File: src/core/adcctl_consts.vh
`ifndef ADCCTL_CONSTS_VH
`define ADCCTL_CONSTS_VH

// ****************************************
// Register byte offsets
// ****************************************
`define ADCCTL_OFS_START_STATUS 8'h00
`define ADCCTL_OFS_SRC_CLOCK 8'h04
`define ADCCTL_OFS_REFERENCE 8'h08
`define ADCCTL_OFS_PIN_ANALOG 8'h0c
`define ADCCTL_OFS_RESULT 8'h10
`define ADCCTL_OFS_IRQ_STATUS 8'h14
`define ADCCTL_OFS_IRQ_MASK 8'h18

// ****************************************
// Start/status/channel register fields
// ****************************************
`define ADCCTL_START_BIT 7
`define ADCCTL_BUSY_BIT 6
`define ADCCTL_ENABLE_BIT 5
`define ADCCTL_ALIGN_BIT 4
`define ADCCTL_CHAN_LSB 0
`define ADCCTL_CHAN_MSB 2

// ****************************************
// Source/clock register fields
// ****************************************
`define ADCCTL_SRC_LSB 5
`define ADCCTL_SRC_MSB 7
`define ADCCTL_CLKDIV_LSB 0
`define ADCCTL_CLKDIV_MSB 2

// ****************************************
// Reference register fields
// ****************************************
`define ADCCTL_REFAMP_BIT 7
`define ADCCTL_BANDGAP_BIT 6
`define ADCCTL_EXTREF_BIT 5
`define ADCCTL_REFOUT_BIT 4
`define ADCCTL_REFSEL_LSB 0
`define ADCCTL_REFSEL_MSB 3

// ****************************************
// Codes
// ****************************************
`define ADCCTL_SRC_EXT_A 3'h0
`define ADCCTL_SRC_EXT_B 3'h4
`define ADCCTL_REF_SUPPLY 4'h0
`define ADCCTL_REF_EXT_LO 4'h1
`define ADCCTL_REF_EXT_HI 4'h4
`define ADCCTL_REF_BG_LO 4'ha
`define ADCCTL_REF_BG_HI 4'hc

// ****************************************
// Reset values and interrupt done bit
// ****************************************
`define ADCCTL_RST_BYTE 8'h00
`define ADCCTL_RST_PIN_ANALOG 8'hff
`define ADCCTL_RST_RESULT 12'h000
`define ADCCTL_IRQ_DONE_BIT 0

`endif

File: src/core/adcctl_clkdiv.v
`timescale 1ns/10ps
`include "adcctl_consts.vh"

module adcctl_clkdiv (
  // Clock and reset
  input wire clk,
  input wire rstn,
  // Control
  input wire run,
  input wire [2:0] divSel,
  // Converter clock enable
  output reg convClkTick
);

  // ****************************************
  // Divide by two to the power of the code
  // ****************************************
  function [6:0] divLast;
    input [2:0] code;
    begin
      divLast = (7'h01 << code) - 7'h01;
    end
  endfunction

  reg [6:0] count;

  // Tick once per converter period; code 0 ticks every cycle
  always @(posedge clk or negedge rstn) begin
    if (!rstn) begin
      count <= 7'h00;
      convClkTick <= 1'b0;
    end else if (!run) begin
      count <= 7'h00;
      convClkTick <= 1'b0;
    end else if (count >= divLast(divSel)) begin
      count <= 7'h00;
      convClkTick <= 1'b1;
    end else begin
      count <= count + 7'h01;
      convClkTick <= 1'b0;
    end
  end

endmodule // adcctl_clkdiv

File: src/core/adcctl_top.v
`timescale 1ns/10ps
`include "adcctl_consts.vh"

// What this block does
// - Source 000/100 routes chosen external channel
// - Other sources pick supply or reference scaled
// - Internal source disconnects the external channel
// - Converter clock is system clock over 2^code
// - Unused source/clock register bits read zero
// - Amplifier enable provides internal reference voltage
// - Bandgap enable powers the bandgap circuit
// - Bandgap off unless bandgap enable bit, LOW_VOLTAGE_DETECT or LOW_VOLTAGE_RESET
// - External reference control connects reference pin
// - Output control drives reference onto pin
// - Reference code picks supply, external or bandgap
// - Bandgap reference cuts supply and pin paths
// - Start low-high-low converts; high holds reset
// - Busy set when start returns low, cleared with interrupt
// - Alignment bit places result left or right
// - Mask bit makes pin analog, drops digital
module adcctl_top (
  // Clock and reset
  input wire clk,
  input wire resetn,
  // APB slave
  input wire psel,
  input wire penable,
  input wire pwrite,
  input wire [7:0] paddr,
  input wire [31:0] pwdata,
  output wire [31:0] prdata,
  output wire pready,
  output wire pslverr,
  // Interrupt
  output wire irq,
  // Converter core
  output wire convPowerDown,
  output wire convReset,
  output reg convStart,
  output wire convClkTick,
  input wire convDone,
  input wire [11:0] convData,
  // Input multiplexer
  output wire extChannelConnect,
  output wire [2:0] extChannelSel,
  output wire srcSupply,
  output wire srcIntRef,
  output wire [1:0] srcScale,
  // Reference network
  output wire refAmpOn,
  output wire bandgapOn,
  output wire refFromSupply,
  output wire refFromExtPin,
  output wire refFromBandgap,
  output wire [2:0] refMultiplier,
  output wire extRefPinConnect,
  output wire refOutputEnable,
  input wire lowVoltageDetectEn,
  input wire lowVoltageResetEn,
  // Pins
  input wire [7:0] pinPullHighAllow,
  output wire [7:0] pinAnalogMask,
  output wire [7:0] pinDigitalEn,
  output wire [7:0] pinPullHighEn
);

  // ****************************************
  // Reset release
  // ****************************************
  reg rstMeta;
  reg rstn;

  always @(posedge clk or negedge resetn) begin
    if (!resetn) begin
      rstMeta <= 1'b0;
      rstn <= 1'b0;
    end else begin
      rstMeta <= 1'b1;
      rstn <= rstMeta;
    end
  end

  // ****************************************
  // Functions
  // ****************************************
  function isExtSource;
    input [2:0] src;
    begin
      isExtSource = (src == `ADCCTL_SRC_EXT_A) ||
                    (src == `ADCCTL_SRC_EXT_B);
    end
  endfunction

  function inRange;
    input [3:0] code;
    input [3:0] lo;
    input [3:0] hi;
    begin
      inRange = (code >= lo) && (code <= hi);
    end
  endfunction

  // ****************************************
  // Register storage
  // ****************************************
  reg startBit;
  reg convEnable;
  reg alignRight;
  reg [2:0] chanSel;
  reg [2:0] srcSel;
  reg [2:0] clkDivSel;
  reg [7:0] refCtrl;
  reg [7:0] pinMask;
  reg [11:0] result;
  reg irqStatus;
  reg irqMask;

  wire wrEn;
  wire rdAccess;
  wire mapped;

  assign wrEn = psel && penable && pwrite;
  assign rdAccess = psel && penable && !pwrite;
  assign mapped = (paddr == `ADCCTL_OFS_START_STATUS) ||
                  (paddr == `ADCCTL_OFS_SRC_CLOCK) ||
                  (paddr == `ADCCTL_OFS_REFERENCE) ||
                  (paddr == `ADCCTL_OFS_PIN_ANALOG) ||
                  (paddr == `ADCCTL_OFS_RESULT) ||
                  (paddr == `ADCCTL_OFS_IRQ_STATUS) ||
                  (paddr == `ADCCTL_OFS_IRQ_MASK);

  // Zero wait states; unmapped offsets answer with an error
  assign pready = 1'b1;
  assign pslverr = psel && penable && !mapped;

  always @(posedge clk or negedge rstn) begin
    if (!rstn) begin
      startBit <= 1'b0;
      convEnable <= 1'b0;
      alignRight <= 1'b0;
      chanSel <= 3'h0;
      srcSel <= 3'h0;
      clkDivSel <= 3'h0;
      refCtrl <= `ADCCTL_RST_BYTE;
      pinMask <= `ADCCTL_RST_PIN_ANALOG;
      irqMask <= 1'b0;
    end else if (wrEn) begin
      case (paddr)
        `ADCCTL_OFS_START_STATUS: begin
          startBit <= pwdata[`ADCCTL_START_BIT];
          convEnable <= pwdata[`ADCCTL_ENABLE_BIT];
          alignRight <= pwdata[`ADCCTL_ALIGN_BIT];
          chanSel <= pwdata[`ADCCTL_CHAN_MSB:`ADCCTL_CHAN_LSB];
        end
        `ADCCTL_OFS_SRC_CLOCK: begin
          srcSel <= pwdata[`ADCCTL_SRC_MSB:`ADCCTL_SRC_LSB];
          clkDivSel <= pwdata[`ADCCTL_CLKDIV_MSB:`ADCCTL_CLKDIV_LSB];
        end
        `ADCCTL_OFS_REFERENCE: begin
          refCtrl <= pwdata[7:0];
        end
        `ADCCTL_OFS_PIN_ANALOG: begin
          pinMask <= pwdata[7:0];
        end
        `ADCCTL_OFS_IRQ_MASK: begin
          irqMask <= pwdata[`ADCCTL_IRQ_DONE_BIT];
        end
        default: begin
        end
      endcase
    end
  end

  // ****************************************
  // Conversion sequencer
  // ****************************************
  localparam [2:0] ST_IDLE = 3'h1;
  localparam [2:0] ST_ARMED = 3'h2;
  localparam [2:0] ST_CONV = 3'h4;

  reg [2:0] state;
  reg [2:0] next_state;
  reg busy;
  wire doneEvent;

  // Completion only counts while a conversion is in flight
  assign doneEvent = convEnable && (state == ST_CONV) && convDone &&
                     !startBit;

  always @* begin
    next_state = state;
    if (!convEnable) begin
      next_state = ST_IDLE;
    end else begin
      case (state)
        ST_IDLE: begin
          if (startBit) begin
            next_state = ST_ARMED;
          end
        end
        ST_ARMED: begin
          if (!startBit) begin
            next_state = ST_CONV;
          end
        end
        ST_CONV: begin
          // A fresh rising start aborts and holds reset
          if (startBit) begin
            next_state = ST_ARMED;
          end else if (convDone) begin
            next_state = ST_IDLE;
          end
        end
        default: begin
          next_state = ST_IDLE;
        end
      endcase
    end
  end

  always @(posedge clk or negedge rstn) begin
    if (!rstn) begin
      state <= ST_IDLE;
      busy <= 1'b0;
      convStart <= 1'b0;
      result <= `ADCCTL_RST_RESULT;
    end else begin
      state <= next_state;
      convStart <= (state == ST_ARMED) && (next_state == ST_CONV);
      if (next_state == ST_CONV) begin
        busy <= 1'b1;
      end else begin
        busy <= 1'b0;
      end
      // Result only moves on a real completion, so it holds while off
      if (doneEvent) begin
        result <= convData;
      end
    end
  end

  // Converter held in reset while start stays high or disabled
  assign convReset = (state == ST_ARMED) || !convEnable;
  assign convPowerDown = !convEnable;

  adcctl_clkdiv u_clkdiv (
    .clk(clk),
    .rstn(rstn),
    .run(convEnable),
    .divSel(clkDivSel),
    .convClkTick(convClkTick)
  );

  // ****************************************
  // Interrupt
  // ****************************************
  wire irqClear;

  assign irqClear = wrEn && (paddr == `ADCCTL_OFS_IRQ_STATUS) &&
                    pwdata[`ADCCTL_IRQ_DONE_BIT];

  // Set beats clear so a completion in the clearing cycle is kept
  always @(posedge clk or negedge rstn) begin
    if (!rstn) begin
      irqStatus <= 1'b0;
    end else if (doneEvent) begin
      irqStatus <= 1'b1;
    end else if (irqClear) begin
      irqStatus <= 1'b0;
    end
  end

  assign irq = irqStatus && irqMask;

  // ****************************************
  // Input multiplexer
  // ****************************************
  wire extSel;

  assign extSel = isExtSource(srcSel);
  assign extChannelConnect = convEnable && extSel;
  assign extChannelSel = chanSel;
  assign srcSupply = convEnable && !extSel && !srcSel[2];
  assign srcIntRef = convEnable && !extSel && srcSel[2];
  // 0 means divide by 1, 1 by 2, 2 by 4
  assign srcScale = extSel ? 2'h0 : srcSel[1:0] - 2'h1;

  // ****************************************
  // Reference network
  // ****************************************
  wire [3:0] refSel;
  wire refBg;
  wire refExt;

  assign refSel = refCtrl[`ADCCTL_REFSEL_MSB:`ADCCTL_REFSEL_LSB];
  assign refExt = inRange(refSel, `ADCCTL_REF_EXT_LO,
                          `ADCCTL_REF_EXT_HI);
  assign refBg = inRange(refSel, `ADCCTL_REF_BG_LO,
                         `ADCCTL_REF_BG_HI);
  // Reserved code 1001 falls back to the supply like the others
  assign refFromSupply = !refExt && !refBg;
  assign refFromExtPin = refExt;
  assign refFromBandgap = refBg;
  assign refMultiplier = (refExt || refBg) ? refSel[2:0] :
                         3'h1;
  assign extRefPinConnect = refCtrl[`ADCCTL_EXTREF_BIT] &&
                            !refBg;
  assign refOutputEnable = refCtrl[`ADCCTL_REFOUT_BIT];
  // Amplifier stays under software control to save power
  assign refAmpOn = refCtrl[`ADCCTL_REFAMP_BIT];
  assign bandgapOn = refCtrl[`ADCCTL_BANDGAP_BIT] ||
                     lowVoltageDetectEn ||
                     lowVoltageResetEn;

  // ****************************************
  // Pin function
  // ****************************************
  assign pinAnalogMask = pinMask;
  assign pinDigitalEn = ~pinMask;
  assign pinPullHighEn = pinPullHighAllow & ~pinMask;

  // ****************************************
  // Read data
  // ****************************************
  reg [31:0] rdata;
  wire [15:0] aligned;

  assign aligned = alignRight ? {4'h0, result} :
                   {result, 4'h0};

  always @* begin
    rdata = 32'h00000000;
    if (rdAccess) begin
      case (paddr)
        `ADCCTL_OFS_START_STATUS: begin
          rdata[7:0] = {startBit, busy, convEnable, alignRight,
                        1'b0, chanSel};
        end
        `ADCCTL_OFS_SRC_CLOCK: begin
          rdata[7:0] = {srcSel, 2'h0, clkDivSel};
        end
        `ADCCTL_OFS_REFERENCE: begin
          rdata[7:0] = refCtrl;
        end
        `ADCCTL_OFS_PIN_ANALOG: begin
          rdata[7:0] = pinMask;
        end
        `ADCCTL_OFS_RESULT: begin
          rdata[15:0] = aligned;
        end
        `ADCCTL_OFS_IRQ_STATUS: begin
          rdata[0] = irqStatus;
        end
        `ADCCTL_OFS_IRQ_MASK: begin
          rdata[0] = irqMask;
        end
        default: begin
          rdata = 32'h00000000;
        end
      endcase
    end
  end

  assign prdata = rdata;

endmodule // adcctl_top

File: config.mk
export PLATFORM = sky130hd
export DESIGN_NAME = adcctl_top
export DESIGN_NICKNAME = d
export VERILOG_FILES = /design/src/core/adcctl_clkdiv.v /design/src/core/adcctl_top.v
export VERILOG_INCLUDE_DIRS = /design/src /design/src/core
export SDC_FILE = /design/constraint.sdc
export NUM_CORES = 1
export LEC_CHECK = 0
export BUFFER_PORTS_ARGS = -buffer_cell sky130_fd_sc_hd__buf_2
export CORE_MARGIN = 2
export CORE_UTILIZATION = 52
export DETAILED_ROUTE_END_ITERATION = 10
export HOLD_SLACK_MARGIN = 0.08
export PLACE_DENSITY = 0.85
export SYNTH_ARGS = -nofsm -noshare
export SYNTH_HDL_FRONTEND = slang
export SYNTH_SLANG_ARGS = --single-unit
File: constraint.sdc
create_clock -name clk -period 3.2 [get_ports clk]
set_clock_uncertainty 0.2 [all_clocks]
set_input_delay 0.16 -clock clk [delete_from_list [all_inputs] [get_ports clk]]
set_output_delay 0.16 -clock clk [all_outputs]
set_load 0.05 [all_outputs]
==> results.txt, run 1 <==
The initial antenna violation count came out at 0. VDD sags by at most 0.295 mV. The area growth from synthesis to layout is 28.6%. The clock-pin slew on the worst setup and hold paths came out at 0.06 ns. The share of layout cells above drive strength 1 is 0.418. The data arrival at the endpoint of the critical path came out at 3.04 ns. The reported net switching power is 0.459 mW. The first-iteration detailed-routing DRC count is 288.

The number of nets at the end of the flow came out at 540. On the final layout, the worst hold slack is 0.121 ns. The standby leakage power is 2.21 nW. Port buffering added 107 buffers. The ratio of routed vias to standard cells came out at 5.56. In this run the mean area of a mapped cell was 10.5 µm². The number of nets with antenna violations after routing is 0. The number of enable-type register cells in the synthesized netlist is 0. The number of warning messages in the yosys log came out at 0. The switching share of power came out at 0.269.

The number of ports placed on the die boundary is 149. For the worst-skew pair, the clock arrives at the later sink with an insertion delay of 0.34 ns. The via total after detailed routing is 3,025. The die covers 7310 µm².

The cell row count came out at 29. The number of setup violations in the final report is 0. The pre-CTS worst setup slack is 0.257 ns. The clock tree from TritonCTS is built. The sequential fraction of design power is 0.437.

The peak clock frequency supported by timing is 336 MHz. The global-route wire length before repair is 13,400 µm. The startpoint kind of the worst setup timing path is a flip-flop. The congestion estimate from routability-driven global placement came to 0.831. The worst reg2reg path startpoint is clkDivSel[2]$_DFFE_PN0P_. Dividing total power by cell area gives a power density of 384 nW/µm². For this design, the sink count on the clock tree is 57. At the pin with the least slew margin, the transition time is 0.701 ns. The via count of the first global-routing pass came out at 2,796. The aggregate negative setup slack is 0 ns. Setup repair after global routing left no endpoint under its margin.

The cell with the most instances after synthesis is sky130_fd_sc_hd__dfrtp_1. After detailed routing, the total wire length is 8610 µm. The top cell type by total area after synthesis is sky130_fd_sc_hd__dfrtp_1.

Of the total power, the clock network draws 0.425. The number of maximum-capacitance constraint violations came out at 0. The antenna diode instance count is 0. The combinational fraction of design power is 0.138.

In the finished design, the share of the clock period the worst path needs comes to 0.930. The cts-stage hold buffer count came out at 23. The internal power of the cells came out at 1.25 mW. The remaining global-route overflow is 0. The number of buffers on the longest clock path came out at 2. The number of max-slew violations in the final report was 0.

At the end of the flow the core is filled with cells to 0.696. The standard cell core area came out at 6390 µm². The most used flip-flop cell after synthesis is sky130_fd_sc_hd__dfrtp_1. The path class of the tightest hold or removal check is flip-flop to async pin. The worst setup path is captured at a flip-flop. The y dimension of the die came out at 85.5 µm.

Of the post-synthesis cell area, the dominant cell type holds 0.348. The cell sitting at the root of the clock tree is a sky130_fd_sc_hd__clkbuf_8. By area the synthesized netlist is led by sky130_fd_sc_hd__dfrtp_1, sky130_fd_sc_hd__mux2_2, sky130_fd_sc_hd__dfstp_2.

The run finished with clean final reports. In the synthesized netlist, the cells that appear most often are sky130_fd_sc_hd__dfrtp_1, sky130_fd_sc_hd__mux2_2, sky130_fd_sc_hd__nor2_1, sky130_fd_sc_hd__buf_4, sky130_fd_sc_hd__inv_1. The placed wire-length estimate after detailed placement is 6260 µm. The worst path in the final design needs a cycle of 2.98 ns, including I/O delays and setup. The flop and latch count out of synthesis is 57. The setup slack after layout is 0.224 ns. The count of final hold-check violations is 0. For this configuration, the core starts out at a cell density of 0.541. In this run the worst setup path begins at clkDivSel[2]$_DFFE_PN0P_. The post-cts repair resize count is 0. The number of cells on the worst reg-to-reg path is 11. Of all nets on the critical path, the largest fanout is 10.

The number of setup buffers added after CTS is 0. The overall track demand over capacity in global routing is 0.242. The post-synthesis instance total is 330. The relative slew slack came out at 0.533. The maximum level of the CTS H-tree is 3. The number of buffers created by CTS came out at 9. Counting distinct cell types in the post-synthesis netlist gives 53. The routed length per placed instance is 15.8 µm. The pin count of the biggest net entering global routing came out at 35. Summing every instance area after synthesis gives 3450 µm². For this run, design rule violations remaining after detail routing come to 0. The proportion of register bits with asynchronous set or reset after synthesis is 1.00. The detailed-router iteration count before antenna repair is 4. The sequential share of the synthesized area came out at 0.416.

The critical path required time came out at 3.26 ns. The horizontal extent of the die is 85.5 µm. By startpoint and endpoint, the worst setup path is classified as flip-flop to flip-flop.
final cells by class:
class,instances,area [µm²]
Clock buffer,14,183
Fill cell,466,1940
Multi-Input combinational cell,244,1830
Timing Repair Buffer,134,796
Tap cell,77,96.3
Clock inverter,2,35.0
Sequential cell,57,1440
Inverter,16,60.1
flip-flops by register name, summed over array words and instances, names as in the netlist, 3 cells and up:
name / cells
state: 3
pinAnalogMask: 8
extChannelSel: 3
result: 12
clkDivSel: 3
u_clkdiv.count: 7
srcSel: 3
refCtrl: 8
path summary, 6_finish.rpt:
path                       slack (ns)                            to
min in group clk                 0.15                rstn$_DFF_PN0_
setup / recovery                 0.22   u_clkdiv.count[2]$_DFF_PN0_
hold / removal                   0.12        refCtrl[4]$_DFFE_PN0P_
setup reg to reg                 0.22   u_clkdiv.count[2]$_DFF_PN0_
max in group asynchronous        1.94  pinAnalogMask[3]$_DFFE_PN1P_
hold reg to reg                  0.12        refCtrl[4]$_DFFE_PN0P_
critical path, cell delays in order (launching register included):
cell                      delay, ns
sky130_fd_sc_hd__dfrtp_1       0.48
sky130_fd_sc_hd__or3_1         0.45
sky130_fd_sc_hd__ha_1          0.30
sky130_fd_sc_hd__nor3_1        0.24
sky130_fd_sc_hd__a21oi_1       0.07
sky130_fd_sc_hd__o21a_1        0.19
sky130_fd_sc_hd__ha_1          0.29
sky130_fd_sc_hd__a21oi_1       0.17
sky130_fd_sc_hd__o211a_1       0.16
sky130_fd_sc_hd__o31ai_1       0.07
sky130_fd_sc_hd__buf_4         0.17
sky130_fd_sc_hd__nor2_1        0.11
cell families (layout without fill, tap and decap cells):
| family | Yosys count | count (layout) | synth area share |
|---|---|---|---|
| AO/OA/AOI/OAI | 42 | 42 | 0.0808 |
| XOR/XNOR | 7 | 7 | 0.0177 |
| adder cells (fa/ha/maj) | 10 | 10 | 0.0362 |
| buffers and inverters | 45 | 166 | 0.0703 |
| flip-flops | 57 | 57 | 0.416 |
| multiplexers | 57 | 57 | 0.189 |
| other | 2 | 18 | 0.00217 |
| AND/OR/NAND/NOR | 110 | 110 | 0.188 |
power groups by stage:
stage | clock network, mW | logic (mW) | registers (mW)
2_1_floorplan | 0 | 0.161 | 0.766
3_3_place_gp | 0 | 0.208 | 0.758
5_1_grt | 0.770 | 0.252 | 0.748
6_report | 0.726 | 0.236 | 0.745
3_5_place_dp | 0 | 0.212 | 0.759
4_1_cts | 0.740 | 0.235 | 0.746
stage by stage:
step | power, mW | cell area (µm²) | std cells
6_report | 1.71 | 4440 | 544
5_1_grt | 1.77 | 4440 | 544
4_1_cts | 1.72 | 4440 | 544
3_5_place_dp | 0.971 | 4000 | 505
3_3_place_gp | 0.966 | 4000 | 505
2_1_floorplan | 0.927 | 3510 | 346
per-layer routing:
layer	routed length [µm]	GRT usage	vias up
li1	-	-	1399
met1	3400	0.287	1450
met2	4220	0.408	154
met3	742	0.0683	22
met4	248	0.113	0
met5	0	0	-
cell usage in the layout, fill, tap and decap left out, types with 3 or more instances in the layout:
cell type | netlist | layout
sky130_fd_sc_hd__a21oi_1 | 12 | 12
sky130_fd_sc_hd__a31oi_1 | 3 | 3
sky130_fd_sc_hd__and2_1 | 8 | 8
sky130_fd_sc_hd__and3_1 | 4 | 4
sky130_fd_sc_hd__buf_2 | 5 | 107
sky130_fd_sc_hd__buf_4 | 18 | 4
sky130_fd_sc_hd__clkbuf_8 | 0 | 13
sky130_fd_sc_hd__conb_1 | 2 | 18
sky130_fd_sc_hd__dfrtp_1 | 48 | 47
sky130_fd_sc_hd__dfstp_2 | 9 | 9
sky130_fd_sc_hd__dlygate4sd3_1 | 0 | 23
sky130_fd_sc_hd__ha_1 | 10 | 10
sky130_fd_sc_hd__inv_1 | 16 | 16
sky130_fd_sc_hd__mux2_2 | 45 | 45
sky130_fd_sc_hd__mux2i_1 | 10 | 10
sky130_fd_sc_hd__nand2_1 | 15 | 15
sky130_fd_sc_hd__nand2b_1 | 4 | 4
sky130_fd_sc_hd__nand3_1 | 9 | 9
sky130_fd_sc_hd__nand4_1 | 5 | 5
sky130_fd_sc_hd__nor2_1 | 26 | 26
sky130_fd_sc_hd__nor2b_1 | 14 | 14
sky130_fd_sc_hd__nor3_1 | 5 | 5
sky130_fd_sc_hd__nor3_2 | 3 | 3
sky130_fd_sc_hd__o211ai_1 | 3 | 3
sky130_fd_sc_hd__o21a_1 | 3 | 3
sky130_fd_sc_hd__o21ai_0 | 7 | 7
sky130_fd_sc_hd__xnor2_1 | 4 | 4
sky130_fd_sc_hd__xor2_1 | 3 | 3
Power figures use the tool's default switching activity.
==> inputs of run 2 (changes only) <==
--- a/config.mk
+++ b/config.mk
@@ -7,11 +7,12 @@
 export NUM_CORES = 1
 export LEC_CHECK = 0
 export BUFFER_PORTS_ARGS = -buffer_cell sky130_fd_sc_hd__buf_2
+export CORE_ASPECT_RATIO = 1.75
 export CORE_MARGIN = 2
 export CORE_UTILIZATION = 52
 export DETAILED_ROUTE_END_ITERATION = 10
 export HOLD_SLACK_MARGIN = 0.08
-export PLACE_DENSITY = 0.85
+export PLACE_DENSITY_LB_ADDON = 0.2
 export SYNTH_ARGS = -nofsm -noshare
 export SYNTH_HDL_FRONTEND = slang
 export SYNTH_SLANG_ARGS = --single-unit
==> results.txt, run 2 (synthesis results as in run 1) <==
The root buffer cell chosen for the clock tree is sky130_fd_sc_hd__clkbuf_16. The slew at the pin closest to its max-slew limit came out at 0.625 ns. Ranked by flip-flop count, first place goes to result. The largest individual stage delay along the critical path comes from the cell sky130_fd_sc_hd__dfrtp_1. For this run, the post-layout net count is 539. The finished cells cover 4540 µm². The number of max-slew violations in the final report came out at 0. The final routed DRC violation total came out at 0. The routed length per placed instance came out at 16.1 µm. The utilization after layout came out at 0.700. The power per cell area came out at 435 nW/µm². Of the available clock period, the critical path in the final layout requires 0.909. The remaining global-route overflow is 0.

In this run the worst path has a maximum fanout of 10. The instance area after placement came out at 3990 µm². The initial cell density of the core is 0.532. The number of cells on the worst reg-to-reg path is 10.

The ratio of routed vias to standard cells came out at 5.40. In the layout the commonest cells are sky130_fd_sc_hd__buf_2, sky130_fd_sc_hd__dfrtp_1, sky130_fd_sc_hd__mux2_2. Measured along the x axis, the die boundary spans 65.6 µm. For this run, the slowest stage of the critical path takes 0.46 ns. The critical path goes through or3_1 > ha_1 > nor3_1 > a21oi_1 > o21a_1 > ha_1 > nand4_1 > o31ai_1 > buf_4 > nor2_1. The path class of the tightest hold or removal check is flip-flop to async pin.

The global placement routability congestion is 0.813. Setup slack on the worst reg-to-reg path comes out at 0.29 ns. The number of hold buffers added after CTS was 23. The tool flagged a number of max-cap violations equal to 0. For this run, the number of standard cells in the final layout without fillers is 548.

The y dimension of the die is 112 µm. The maximum level of the CTS H-tree is 3. The floorplan step defined a core boundary enclosing 6490 µm². The final critical path time including I/O delays and setup is 2.91 ns. The area growth from synthesis to layout is 31.4%.

The run finished with clean final reports. The floorplan step defined a die boundary enclosing 7340 µm². The number of nets with antenna violations after routing came out at 0. The capturing point of the worst reg2reg path is u_clkdiv.count[3]$_DFF_PN0_. The standby leakage power is 2.24 nW. The cell row count came out at 39. Across every metal layer, demand over resource in global routing totals 0.250. The count of final hold-check violations came out at 0.

The detailed-router iteration count before antenna repair is 4. In this run the tightest slew margin relative to its limit is 0.583. The clock-pin slew on the worst setup and hold paths came out at 0.05 ns. The pin count of the biggest net entering global routing is 30. On the critical path the largest part of the delay comes from simple AND/OR/NAND/NOR gates. The library cell used most frequently in the layout, excluding fill and tap cells, is sky130_fd_sc_hd__buf_2. The global-route wire length before repair came out at 13,700 µm. The flip-flop count of the largest register after layout is 12. The post-cts repair resize count came out at 0. Setup violations remaining at the end of the flow were counted as 0. Counting buffers and inverters, the worst setup path is 10 cells deep.

The share of layout cells above drive strength 1 is 0.418. The classification of the worst setup path is flip-flop to flip-flop. STA puts the critical path data required time at 3.21 ns. TritonCTS built the clock tree. The placed wire-length estimate after detailed placement came out at 6430 µm. The number of buffers created by CTS is 9.

The via total after detailed routing came out at 2,959. The number of sinks handled by clock tree synthesis is 57. The peak clock frequency supported by timing is 344 MHz. The maximum vdd drop is 0.323 mV. The data arrival at the endpoint of the critical path came out at 2.92 ns. Among the stages of the critical path, the cell type that occurs most often is sky130_fd_sc_hd__ha_1. The first-iteration detailed-routing DRC count is 158. The via count of the first global-routing pass is 2,869.

The most critical setup path has its startpoint at clkDivSel[2]$_DFFE_PN0P_. Adding up every negative setup slack in the final design gives 0 ns. The routed design has 8820 µm of wire. The setup fix buffers added after clock tree synthesis is 0. The clock passes through at most 2 buffers. The clock reaches the later pin of the worst-skew pair after 0.33 ns. The number of input and output port buffers inserted came out at 107. The cell total after placement is 509. The number of buffers and inverters on the critical path is 1. The repair_antennas step left the layout with diodes totalling 0. 149 I/O pins were placed. The startpoint identified for the worst register-to-register timing path is clkDivSel[2]$_DFFE_PN0P_. The initial antenna violation count is 0. Setup repair after global routing left no endpoint under its margin. The endpoint type of the worst setup path is a flip-flop.

The capture point of the critical path is u_clkdiv.count[3]$_DFF_PN0_. STA classifies the critical path startpoint as a flip-flop.
## run 2: cell types whose count changed in the layout (fill, tap and decap cells not counted), sizes merged
cell | before | now
clkbuf | 14 | 12
clkinvlp | 0 | 2
buf | 111 | 110
## run 2: worst reg2reg max path, cell delays in order, from the launching register on
cell and delay (ns):
sky130_fd_sc_hd__dfrtp_1 0.46, sky130_fd_sc_hd__or3_1 0.43, sky130_fd_sc_hd__ha_1 0.27, sky130_fd_sc_hd__nor3_1 0.22, sky130_fd_sc_hd__a21oi_1 0.06, sky130_fd_sc_hd__o21a_1 0.18
sky130_fd_sc_hd__ha_1 0.30, sky130_fd_sc_hd__nand4_1 0.12, sky130_fd_sc_hd__o31ai_1 0.29, sky130_fd_sc_hd__buf_4 0.21, sky130_fd_sc_hd__nor2_1 0.05
## run 2: where the power goes
part / leakage, nW / internal, mW / switching, mW
registers: 0.757 / 0.730 / 0.0150
clock network: 0.151 / 0.664 / 0.332
logic: 1.33 / 0.0738 / 0.162
## run 2: final cells by class
type	instances	area [µm²]
Clock buffer	12	267
Fill cell	512	1950
Timing Repair Buffer	133	788
Multi-Input combinational cell	244	1830
Inverter	16	60.1
Sequential cell	57	1440
Tap cell	82	103
Clock inverter	4	50.0
## run 2: metal layers
metal  track usage  routed length [µm]
met2         0.454                4860
met5             0                   0
met1         0.261                3320
met4         0.121                 244
met3        0.0586                 388
## run 2: worst min-delay path by stage
stage / slack, ns / end / startpoint
detailed placement: -0.25 / rstMeta$_DFF_PN0_ / resetn
global placement: -0.25 / rstMeta$_DFF_PN0_ / resetn
finish: 0.09 / extChannelSel[1]$_DFFE_PN0P_ / rstn$_DFF_PN0_
global route: 0.14 / extChannelSel[1]$_DFFE_PN0P_ / rstn$_DFF_PN0_
floorplan: -0.34 / rstMeta$_DFF_PN0_ / resetn
CTS: 0.12 / extChannelSel[1]$_DFFE_PN0P_ / rstn$_DFF_PN0_
## run 2: metrics by stage
step                      total power [mW]  setup WS [ns]  hold WS, ns
final                                 1.98          0.292       0.0885
after global routing                  2.04          0.131        0.142
after CTS                             1.98          0.327        0.115
after detailed placement             0.970          0.386       -0.254
after global placement               0.967          0.456       -0.255
after floorplan                      0.927          0.279       -0.336
==> inputs of run 3 (changes only) <==
--- a/config.mk
+++ b/config.mk
@@ -12,7 +12,8 @@
 export CORE_UTILIZATION = 52
 export DETAILED_ROUTE_END_ITERATION = 10
 export HOLD_SLACK_MARGIN = 0.08
-export PLACE_DENSITY_LB_ADDON = 0.2
+export PLACE_DENSITY_LB_ADDON = 0.25
+export REMOVE_ABC_BUFFERS = 1
 export SYNTH_ARGS = -nofsm -noshare
 export SYNTH_HDL_FRONTEND = slang
 export SYNTH_SLANG_ARGS = --single-unit
==> results.txt, run 3 (synthesis results as in run 1) <==
The run finished with clean final reports. The worst hold path belongs to the class flip-flop to flip-flop. The first global-routing pass estimated 14,200 µm of wire. The number of setup violations in the final report is 0. The power per cell area came out at 421 nW/µm².

The cell at the root of the clock tree is sky130_fd_sc_hd__clkbuf_16. The routed length per placed instance came out at 16.0 µm. The overall track demand over capacity in global routing is 0.257. Setup repair after global routing left no endpoint under its margin. The region available for standard cell placement spans 6490 µm². The critical path goes through or3_1 > ha_1 > nor3_1 > a21oi_1 > o21a_1 > ha_1 > a21oi_1 > o211a_1 > o31ai_1 > buf_4 > nor2_1. The count of final hold-check violations is 0. The maximum level of the CTS H-tree came out at 3. The data arrival at the endpoint of the critical path came out at 3.03 ns.

The number of buffers created by CTS came out at 9. STA classifies the critical path startpoint as a flip-flop. 149 I/O pins were placed. The number of maximum-capacitance constraint violations came out at 0. The global placement routability congestion came out at 0.833. The largest fanout on the critical path is 10. For this run, design rule violations remaining after detail routing come to 0. At the pin with the least slew margin, the transition time is 0.688 ns. The overall power of the completed layout is 1.90 mW.

The count of buffers added on input and output ports is 107. The post-cts repair resize count is 0. The number of buffers on the longest clock path is 2. TritonCTS built the clock tree.

The first-iteration detailed-routing DRC count is 171. The initial cell density of the core is 0.532. After clock tree synthesis, the clock-pin slew on the worst setup and hold paths is 0.05 ns. The number of nets at the end of the flow is 540. The placed wire-length estimate after detailed placement came out at 6360 µm. The relative slew slack came out at 0.541. The initial antenna violation count is 1. The number of setup buffers added after CTS is 0. Counting flops per register, the top entry is result. VDD sags by at most 0.402 mV. The stage delay of the slowest cell on the critical path came out at 0.46 ns.

The flip-flop count of the largest register after layout is 12. The via count of the first global-routing pass is 3,015. The critical path is of the flip-flop to flip-flop type. The number of nets with antenna violations after routing came out at 0.

The worst path in the final design needs a cycle of 2.97 ns, including I/O delays and setup. The worst setup path is captured at a flip-flop. Leaving out fill and tap cells, the most frequent cells in the layout are sky130_fd_sc_hd__buf_2, sky130_fd_sc_hd__dfrtp_1, sky130_fd_sc_hd__mux2_2. For this design, the slowest cell found on the critical path is sky130_fd_sc_hd__dfrtp_1. The clock latency on the worst-skew pair came out at 0.33 ns. The total wirelength of the detailed-routed design came out at 8780 µm. The ratio of routed vias to standard cells came out at 5.34. The cts-stage hold buffer count is 23. The most common cell after layout, fill and taps aside is sky130_fd_sc_hd__buf_2. The standby leakage power is 2.24 nW.

The cell row count is 39. On the critical path the largest part of the delay comes from simple AND/OR/NAND/NOR gates. The pin count of the biggest net entering global routing is 56. The remaining global-route overflow is 0. The via total after detailed routing is 2,936. For the worst setup path, the data required time is 3.26 ns.

The aggregate negative setup slack is 0 ns. The number of sinks handled by clock tree synthesis came out at 57. The signed area change from the synthesized netlist to the final layout came out at 31.0%.

Of the cells placed in the final design, the portion with a size suffix greater than 1 is 0.413. The utilization after layout is 0.697. The instance area after placement is 4000 µm². The y dimension of the die came out at 112 µm. Of the available clock period, the critical path in the final layout requires 0.929. The number of buffers and inverters on the critical path is 1. The peak clock frequency supported by timing is 336 MHz.

The number of max-slew violations in the final report was 0. The detailed-router iteration count before antenna repair is 4. The final non-filler cell area came out at 4520 µm².

The horizontal extent of the die is 65.6 µm. The die covers 7340 µm².
run 3: per-stage QoR:
| step | instances | hold slack, ns | setup slack (ns) |
|---|---|---|---|
| finish | 550 | 0.161 | 0.227 |
| detailed placement | 510 | -0.254 | 0.319 |
| floorplan | 317 | -0.336 | 0.354 |
| CTS | 549 | 0.164 | 0.310 |
| global route | 550 | 0.166 | 0.0472 |
| global placement | 510 | -0.255 | 0.468 |
run 3: power by group:
group | leakage (nW) | total, mW | switching, mW | internal [mW]
Sequential | 0.757 | 0.739 | 0.00789 | 0.731
Combinational | 1.34 | 0.244 | 0.170 | 0.0740
Clock | 0.144 | 0.921 | 0.302 | 0.619
run 3: layout make-up:
class | count | area, µm²
well taps | 82 | 103
flip-flops and latches | 57 | 1440
inverters | 16 | 60.1
clock buffers | 13 | 250
diodes | 1 | 2.50
clock inverters | 3 | 40.0
fillers | 517 | 1970
multi-input cells | 244 | 1830
repair buffers | 134 | 796
run 3: worst paths after layout:
path,startpoint,to,slack [ns],cells after the start
setup / recovery,clkDivSel[1]$_DFFE_PN0P_,u_clkdiv.count[2]$_DFF_PN0_,0.23,11
hold / removal,rstMeta$_DFF_PN0_,rstn$_DFF_PN0_,0.16,0
setup reg to reg,clkDivSel[1]$_DFFE_PN0P_,u_clkdiv.count[2]$_DFF_PN0_,0.23,11
hold reg to reg,rstMeta$_DFF_PN0_,rstn$_DFF_PN0_,0.16,0
max in group asynchronous,rstn$_DFF_PN0_,convStart$_DFF_PN0_,2.14,1
min in group asynchronous,rstn$_DFF_PN0_,refCtrl[1]$_DFFE_PN0P_,0.19,1
run 3: worst reg2reg max path, cell delays in order (launching register included):
cell	delay (ns)
sky130_fd_sc_hd__dfrtp_1	0.46
sky130_fd_sc_hd__or3_1	0.41
sky130_fd_sc_hd__ha_1	0.27
sky130_fd_sc_hd__nor3_1	0.30
sky130_fd_sc_hd__a21oi_1	0.08
sky130_fd_sc_hd__o21a_1	0.19
sky130_fd_sc_hd__ha_1	0.29
sky130_fd_sc_hd__a21oi_1	0.20
sky130_fd_sc_hd__o211a_1	0.17
sky130_fd_sc_hd__o31ai_1	0.06
sky130_fd_sc_hd__buf_4	0.17
sky130_fd_sc_hd__nor2_1	0.10
run 3: routing by layer:
metal  vias up  track usage  share of wire  wire, µm
met5         -            0              0         0
met4         0        0.158          0.034       298
met3        26       0.0455          0.046       403
met2        91        0.480           0.58      5090
met1      1416        0.250           0.34      2990
li1       1403            -              -         -
